File: src/bwio_pkg.sv
// package of constants for the bytewise i/o port
package bwio_pkg;
  // ****************************************************************
  // register map
  // ****************************************************************
  localparam logic [1:0] BWIO_ADDR_DATA = 2'h0;
  localparam logic [1:0] BWIO_ADDR_DIR  = 2'h1;
  localparam logic [1:0] BWIO_ADDR_OPT  = 2'h2;
  localparam logic [1:0] BWIO_ADDR_TRIG = 2'h3;
  localparam logic [7:0] BWIO_RESET_VAL = 8'h00;
  localparam logic [1:0] BWIO_TRIG_RESET = 2'h0;
  // ****************************************************************
  // trigger modes
  // ****************************************************************
  localparam logic [1:0] BWIO_TRIG_FALL = 2'h0;
  localparam logic [1:0] BWIO_TRIG_RISE = 2'h1;
  localparam logic [1:0] BWIO_TRIG_LOW  = 2'h2;
  localparam int BWIO_WIDTH = 8;
endpackage

File: src/bwio_port.sv
// bytewise general-purpose i/o port with its registers
`timescale 1ns/10ps
module bwio_port
  import bwio_pkg::*;
#(
  parameter int W = BWIO_WIDTH
) (
  input  wire logic         ref_clk,    // system clock, 200 mhz
  input  wire logic         rst,        // asynchronous reset, active high
  input  wire logic [1:0]   addr,       // register select
  input  wire logic         wr_en,      // write strobe
  input  wire logic         rd_en,      // read strobe
  input  wire logic [W-1:0] wdata,      // write data
  output logic      [W-1:0] rdata,      // read data, registered
  input  wire logic [W-1:0] pin_in,     // pin levels
  output logic      [W-1:0] pin_out,    // pin output values
  output logic      [W-1:0] pin_oe_n,   // pin enables, low drives
  output logic      [W-1:0] pull_en,    // pull-up enables
  output logic      [W-1:0] ana_sel,    // converter mux selects
  output logic              port_irq    // port interrupt request, one-cycle pulse in edge modes, level in low mode
);
  // ****************************************************************
  // registers
  // ****************************************************************
  logic [W-1:0] data_r, data_nxt, dir_r, dir_nxt, opt_r, opt_nxt;
  logic [W-1:0] rdata_r, rdata_nxt;
  logic [1:0]   trig_r, trig_nxt;
  logic [W-1:0] sync1_r, sync2_r, prev_r;
  logic [W-1:0] irq_sel, read_bits;
  logic         irq_r, irq_nxt;

  // writes land on the edge that takes them; a read sees them one edge later
  always_comb begin
    data_nxt = data_r;
    dir_nxt  = dir_r;
    opt_nxt  = opt_r;
    trig_nxt = trig_r;
    if (wr_en) begin
      case (addr)
        BWIO_ADDR_DATA: data_nxt = wdata;
        BWIO_ADDR_DIR:  dir_nxt  = wdata;
        BWIO_ADDR_OPT:  opt_nxt  = wdata;
        BWIO_ADDR_TRIG: trig_nxt = wdata[1:0];
        default:        data_nxt = data_r;
      endcase
    end
  end

  always_ff @(posedge ref_clk or posedge rst) begin
    if (rst) begin
      data_r <= W'(BWIO_RESET_VAL);
      dir_r  <= W'(BWIO_RESET_VAL);
      opt_r  <= W'(BWIO_RESET_VAL);
      trig_r <= BWIO_TRIG_RESET;
    end else begin
      data_r <= data_nxt;
      dir_r  <= dir_nxt;
      opt_r  <= opt_nxt;
      trig_r <= trig_nxt;
    end
  end

  // ****************************************************************
  // read data: held until the next read strobe
  // ****************************************************************
  always_comb begin
    rdata_nxt = rdata_r;
    if (rd_en) begin
      case (addr)
        BWIO_ADDR_DATA: rdata_nxt = read_bits;
        BWIO_ADDR_DIR:  rdata_nxt = dir_r;
        BWIO_ADDR_OPT:  rdata_nxt = opt_r;
        BWIO_ADDR_TRIG: rdata_nxt = {{(W-2){1'b0}}, trig_r};
        default:        rdata_nxt = '0;
      endcase
    end
  end

  always_ff @(posedge ref_clk or posedge rst) begin
    if (rst) begin
      rdata_r <= '0;
    end else begin
      rdata_r <= rdata_nxt;
    end
  end

  // ****************************************************************
  // pin synchroniser and edge history
  // ****************************************************************
  // pins are asynchronous: two flops before any logic reads them; the
  // history resets high, the idle level of a pulled-up line, so that
  // no false edge follows reset
  always_ff @(posedge ref_clk or posedge rst) begin
    if (rst) begin
      sync1_r <= '1;
      sync2_r <= '1;
      prev_r  <= '1;
    end else begin
      sync1_r <= pin_in;
      sync2_r <= sync1_r;
      prev_r  <= sync2_r;
    end
  end

  // ****************************************************************
  // per-line configuration
  // ****************************************************************
  for (genvar i = 0; i < W; i++) begin : g_line
    bwio_line u_line (
      .dir      (dir_r[i]),
      .opt      (opt_r[i]),
      .dat      (data_r[i]),
      .pin_sync (sync2_r[i]),
      .pin_out  (pin_out[i]),
      .pin_oe_n (pin_oe_n[i]),
      .pull_en  (pull_en[i]),
      .irq_sel  (irq_sel[i]),
      .ana_sel  (ana_sel[i]),
      .read_bit (read_bits[i])
    );
  end

  // ****************************************************************
  // trigger: edge modes give a one-cycle request, low level holds
  // ****************************************************************
  always_comb begin
    case (trig_r)
      BWIO_TRIG_FALL: irq_nxt = |(irq_sel & prev_r & ~sync2_r);
      BWIO_TRIG_RISE: irq_nxt = |(irq_sel & ~prev_r & sync2_r);
      BWIO_TRIG_LOW:  irq_nxt = |(irq_sel & ~sync2_r);
      default:        irq_nxt = 1'b0;
    endcase
  end

  always_ff @(posedge ref_clk or posedge rst) begin
    if (rst) begin
      irq_r <= 1'b0;
    end else begin
      irq_r <= irq_nxt;
    end
  end

  assign rdata    = rdata_r;
  assign port_irq = irq_r;

  // ****************************************************************
  // checks
  // ****************************************************************
  chk_reset_clear: assert property (@(posedge ref_clk) $fell(rst) |-> pull_en == '1)
    else $error("lines not pulled up after reset");

  chk_reset_regs: assert property (@(posedge ref_clk)
    $fell(rst) |-> (data_r == '0 && dir_r == '0 && opt_r == '0 && trig_r == BWIO_TRIG_RESET))
    else $error("registers not cleared by reset");

  chk_output_drive: assert property (@(posedge ref_clk) disable iff (rst)
    (dir_r[0] && opt_r[0]) |-> (!pin_oe_n[0] && pin_out[0] == data_r[0]))
    else $error("push-pull line not driving latch value");

  chk_open_drain: assert property (@(posedge ref_clk) disable iff (rst)
    (dir_r[0] && !opt_r[0] && data_r[0]) |-> pin_oe_n[0])
    else $error("open-drain line drives high");

  chk_input_drive: assert property (@(posedge ref_clk) disable iff (rst)
    (pin_oe_n | dir_r) == '1)
    else $error("input line driven");

  chk_hiz_input: assert property (@(posedge ref_clk) disable iff (rst)
    (!dir_r[0] && !opt_r[0] && data_r[0]) |-> (pin_oe_n[0] && !pull_en[0]))
    else $error("no-pull input not high impedance");

  chk_pull_map: assert property (@(posedge ref_clk) disable iff (rst)
    pull_en == (~dir_r & ~data_r))
    else $error("pull-up on wrong lines");

  chk_irq_map: assert property (@(posedge ref_clk) disable iff (rst)
    irq_sel == (~dir_r & opt_r & ~data_r))
    else $error("interrupt select on wrong lines");

  chk_analog_sel: assert property (@(posedge ref_clk) disable iff (rst)
    ana_sel[0] |-> (!dir_r[0] && opt_r[0] && data_r[0] && pin_oe_n[0]))
    else $error("analog select in wrong mode");

  chk_analog_map: assert property (@(posedge ref_clk) disable iff (rst)
    ana_sel == (~dir_r & opt_r & data_r))
    else $error("analog select on wrong lines");

  chk_write_latch: assert property (@(posedge ref_clk) disable iff (rst)
    (wr_en && addr == BWIO_ADDR_DIR) |=> dir_r == $past(wdata))
    else $error("direction write lost");

  chk_data_write: assert property (@(posedge ref_clk) disable iff (rst)
    (wr_en && addr == BWIO_ADDR_DATA) |=> data_r == $past(wdata))
    else $error("data write lost");

  chk_read_pins: assert property (@(posedge ref_clk) disable iff (rst)
    (rd_en && addr == BWIO_ADDR_DATA && dir_r == '0 && opt_r == '0)
      |=> rdata == $past(sync2_r))
    else $error("input read not from pins");

  chk_read_latch: assert property (@(posedge ref_clk) disable iff (rst)
    (rd_en && addr == BWIO_ADDR_DATA && dir_r == '1) |=> rdata == $past(data_r))
    else $error("output read not from latch");

  chk_rdata_hold: assert property (@(posedge ref_clk) disable iff (rst)
    !rd_en |=> $stable(rdata))
    else $error("read data changed without a read");

  chk_fall_irq: assert property (@(posedge ref_clk) disable iff (rst)
    (trig_r == BWIO_TRIG_FALL && |(irq_sel & prev_r & ~sync2_r)) |=> port_irq)
    else $error("falling edge interrupt missing");

  chk_rise_irq: assert property (@(posedge ref_clk) disable iff (rst)
    (trig_r == BWIO_TRIG_RISE && |(irq_sel & ~prev_r & sync2_r)) |=> port_irq)
    else $error("rising edge interrupt missing");

  chk_low_irq: assert property (@(posedge ref_clk) disable iff (rst)
    (trig_r == BWIO_TRIG_LOW && |(irq_sel & ~sync2_r)) |=> port_irq)
    else $error("low level interrupt missing");

  chk_irq_quiet: assert property (@(posedge ref_clk) disable iff (rst)
    (irq_sel == '0) |=> !port_irq)
    else $error("interrupt with no line selected");
endmodule

File: src/bwio_line.sv
// one i/o line: pin drive, pull-up, interrupt and analog selection
`timescale 1ns/10ps
module bwio_line
  import bwio_pkg::*;
(
  input  wire logic dir,       // direction bit, 1 output
  input  wire logic opt,       // option bit
  input  wire logic dat,       // data latch bit
  input  wire logic pin_sync,  // synchronised pin level
  output logic      pin_out,   // pin output value
  output logic      pin_oe_n,  // pin enable, low drives
  output logic      pull_en,   // internal pull-up on
  output logic      irq_sel,   // line feeds interrupt
  output logic      ana_sel,   // line on converter mux
  output logic      read_bit   // value seen by a data read
);
  always_comb begin
    pin_out  = dat;
    pin_oe_n = 1'b1;
    pull_en  = 1'b0;
    irq_sel  = 1'b0;
    ana_sel  = 1'b0;
    read_bit = dat;
    if (dir) begin
      // open-drain drives low only; data bit does not change the kind
      pin_oe_n = opt ? 1'b0 : dat;
      pin_out  = opt ? dat : 1'b0;
    end else begin
      read_bit = pin_sync;
      case ({opt, dat})
        2'b00:   pull_en = 1'b1;
        2'b01:   pull_en = 1'b0;
        2'b10: begin
          pull_en = 1'b1;
          irq_sel = 1'b1;
        end
        2'b11: begin
          ana_sel  = 1'b1;
          read_bit = 1'b0;
        end
        default: pull_en = 1'b0;
      endcase
    end
  end
endmodule

File: config.mk
export PLATFORM = sky130hd
export DESIGN_NAME = bwio_port
export DESIGN_NICKNAME = d
export VERILOG_FILES = /design/src/bwio_pkg.sv /design/src/bwio_port.sv /design/src/bwio_line.sv
export SDC_FILE = /design/constraint.sdc
export NUM_CORES = 1
export LEC_CHECK = 0
export ABC_AREA = 0
export BUFFER_PORTS_ARGS = -buffer_cell sky130_fd_sc_hd__buf_2
export CORE_AREA = 2 2 54 107
export DETAILED_ROUTE_END_ITERATION = 8
export DIE_AREA = 0 0 56 109
export GPL_ROUTABILITY_DRIVEN = 0
export GPL_TIMING_DRIVEN = 1
export PLACE_DENSITY = 0.79
export SYNTH_ARGS = -nofsm -noshare
export SYNTH_HDL_FRONTEND = slang
export SYNTH_SLANG_ARGS = --single-unit
File: constraint.sdc
create_clock -name ref_clk -period 3.72 [get_ports ref_clk]
set_input_delay 0.372 -clock ref_clk [delete_from_list [all_inputs] [get_ports ref_clk]]
set_output_delay 0.372 -clock ref_clk [all_outputs]
set_load 0.01 [all_outputs]
==> impl_metrics.csv <==
group,metric,value,unit
synth,yosysWarnings,0,
global_route,grt_overflow,0,
synth,synth_most_common_cell,"dfrtp_1",
global_route,antenna_found_initial,0,
route,wirelength,5830,um
clock_network,clk_latency,0.33,ns
global_route,grt_pass1_vias,2041,
sta,finalSetupTns,0,ns
worst_setup_path,crit_start,"dir_r[2]$_DFFE_PP0P_",
clock_network,cts-buffers-inserted,9,
global_route,track_usage,0.206,
clock_network,cts.sink_count,59,
clock_network,cts_resized,0,
synth,synth_common_cells,"35 x dfrtp_1, 33 x buf_4, 24 x dfstp_2, 22 x nor2_1",
sta,worst_slew_pin_slew,0.911,ns
sta,setup_viol_count_final,0,
pwr,switching_share,0.304,
global_route,grt_pass1_wl,9580,um
route,drt_iter0_markers,71,
pwr,p_per_area,560,mW/mm2
synth,synth_edf_count,0,
pwr,clkPwrFrac,0.318,
clock_network,postCtsSetupBuffers,0,
route,avgRoutedWirePerCell,15.8,um
worst_setup_path,crit_required,3.98,ns
global_route,grtUsageMet2,0.352,
placed_design,portBuffers,62,
floorplan,io_pins,63,
placed_design,dpl.hpwl,4190,um
clock_network,clock_path_buffers,2,
worst_setup_path,crit_path_start_kind,"register",
global_route,use_met1,0.245,
pwr,power,0.00176,W
synth,yosysUniqueCellTypes,32,
worst_setup_path,critPathSlowestCell,"nor4b_1",
worst_setup_path,critPathTopFamily,"compound AO/OA/AOI/OAI gates",
synth,ys_async_sr_fraction,1.00,
global_route,grt-busiest-layer,"met2",
synth,synth-seq-area-share,0.528,
sta,fin_crit,1.73,ns
layout,multi_input_area,976,um2
floorplan,rows,38,
layout,ff_latch_area,0.00151,mm2
worst_setup_path,r2r-start,"dir_r[2]$_DFFE_PP0P_",
outcome,outcome,"finished clean",
pwr,p_sw,0.000535,W
placed_design,placed_cells,353,
sta,max_freq,0.580,GHz
layout,fillers,472,
global_route,grt_max_degree,34,
floorplan,die-height,109,um
synth,syn_avg_cell_area,10.4,um2
worst_hold_path,min_path_type,"primary input to async pin",
worst_setup_path,cp-end-kind,"register",
placed_design,place_ws,1.79,ns
layout,nets,326,
sta,rsz0062_at_grt,"false",
synth,syn_nets,295,
route,dr.pass1.iters,4,
layout,layoutNonFillerInstCount,369,
pwr,combPwrFrac,0.211,
synth,syn_inst,273,
layout,layout-drive-gt1-share,0.405,
clock_network,ctsHoldBuffers,0,
clock_network,cts_root_buf,"clkbuf_8",
worst_setup_path,path_max_fanout,8,
run,cap_viol_max_count,0,
synth,synth.top_cell.area_share,0.307,
sta,finalWorstSetupSlack,1.99,ns
worst_setup_path,critPathBufInv,0,
clock_network,cts_tree,"done",
synth,ys_top_cells_by_area,"dfrtp_1 31%, dfstp_2 22%, buf_4 8.7%",
sta,drv_slew,0,
floorplan,design.core.area,0.00533,mm2
route,antenna_left,0,
worst_setup_path,path_class,"register to register",
floorplan,die-area,0.00610,mm2
pwr,p_seq_frac,0.472,
synth,yosys_register_bits,59,
route,post_drt_via_cell_ratio,5.54,
route,vias,2045,
floorplan,start_util,0.536,
pwr,p_int,0.00123,W
global_route,grt.met3_usage,0.0558,
layout,syn_to_final_growth,10.4,%
synth,synth_area,0.00285,mm2
clock_network,cts.clk_slew.worst_paths,0.07,ns
floorplan,dieWidth,56,um
worst_setup_path,worstPathCellList,"nor4b_1, a22o_1, a221oi_1, o211ai_1, o211a_1",
worst_setup_path,cpPeakStageDelay,0.57,ns
clock_network,cts_max_level,3,
sta,relSlewSlack,0.390,
pwr,leakage,1.44,nW
sta,skew,0.00856,ns
synth,ys.flop_type,"dfrtp_1",
pwr,ir_drop,477,uV
worst_setup_path,worstPathArrival,1.98,ns
layout,insertedDiodeCount,0,
sta,finalCritPeriodShare,0.464,
synth,yosysTopAreaCell,"dfrtp_1",
sta,timing_hold_violations_final,0,
route,drc_errors,0,
==> area by class of cell <==
class	instances	area share
Multi-Input combinational cell	150	0.310
Clock inverter	5	0.0167
Sequential cell	59	0.479
Clock buffer	11	0.0449
Tap cell	60	0.0238
Inverter	21	0.0250
Timing Repair Buffer	63	0.101
==> cells by family (layout without fill, tap and decap cells) <==
logic type	count (synthesis)	in the layout	synth area share
multiplexers	18	18	0.0711
buffers and inverters	64	100	0.130
flip-flops	59	59	0.528
AO/OA/AOI/OAI	66	66	0.143
AND/OR/NAND/NOR	66	66	0.129
==> path summary, 6_finish.rpt <==
| path | endpoint | slack (ns) | depth (start not counted) |
|---|---|---|---|
| setup / recovery | port_irq$_DFF_PP0_ | 1.99 | 5 |
| hold / removal | data_r[0]$_DFFE_PP0P_ | 0.09 | 2 |
| setup reg to reg | port_irq$_DFF_PP0_ | 1.99 | 5 |
| hold reg to reg | sync2_r[0]$_DFF_PP1_ | 0.35 | 0 |
| max in group asynchronous | prev_r[6]$_DFF_PP1_ | 2.78 | 3 |
| min in group ref_clk | sync1_r[6]$_DFF_PP1_ | 0.14 | 1 |
==> power groups by stage <==
stage	combinational, W	clock (W)	sequential (W)
global placement	0.000362	0	0.000833
global route	0.000415	0.000601	0.000844
floorplan	0.000340	0	0.000813
finish	0.000371	0.000560	0.000831
CTS	0.000375	0.000575	0.000828
detailed placement	0.000373	0	0.000839
==> per-stage QoR <==
stage / utilization / hold WS, ns / instance area [um2]
floorplan: - / 0.345 / 2850
global placement: 0.555 / 0.346 / 2950
detailed placement: 0.555 / 0.347 / 2950
CTS: 0.591 / 0.0909 / 3150
global route: 0.591 / 0.116 / 3150
finish: 0.591 / 0.0904 / 3150
==> worst reg2reg max path, cell delays in order (launching register included) <==
cell      delay [ns]
dfrtp_1         0.46
nor4b_1         0.57
a22o_1          0.27
a221oi_1        0.06
o211ai_1        0.13
o211a_1         0.17
==> registers in the layout, indices dropped and copies added (netlist names), 2 cells and up <==
| name | cells |
|---|---|
| data_r | 8 |
| dir_r | 8 |
| opt_r | 8 |
| prev_r | 8 |
| rdata | 8 |
| sync1_r | 8 |
| sync2_r | 8 |
| trig_r | 2 |
==> routing by layer <==
layer	wire length (um)	part of all wire
met1	2450	0.42
met2	2980	0.51
met3	276	0.047
met4	125	0.021
met5	0	0
==> layout by cell type, fill, tap and decap left out, types with 10 or more instances in the layout <==
cell type  Yosys  final
buf_2          5     62
dfrtp_1       35     35
dfstp_2       24     24
nor2_1        22     22
a21oi_1       20     20
inv_1         20     19
mux2_2        18     18
nand2_1       18     18
o21ai_0       18     18
a31oi_1       10     10
clkbuf_8       0     10
Note: power is estimated with default switching activity, not from simulation.
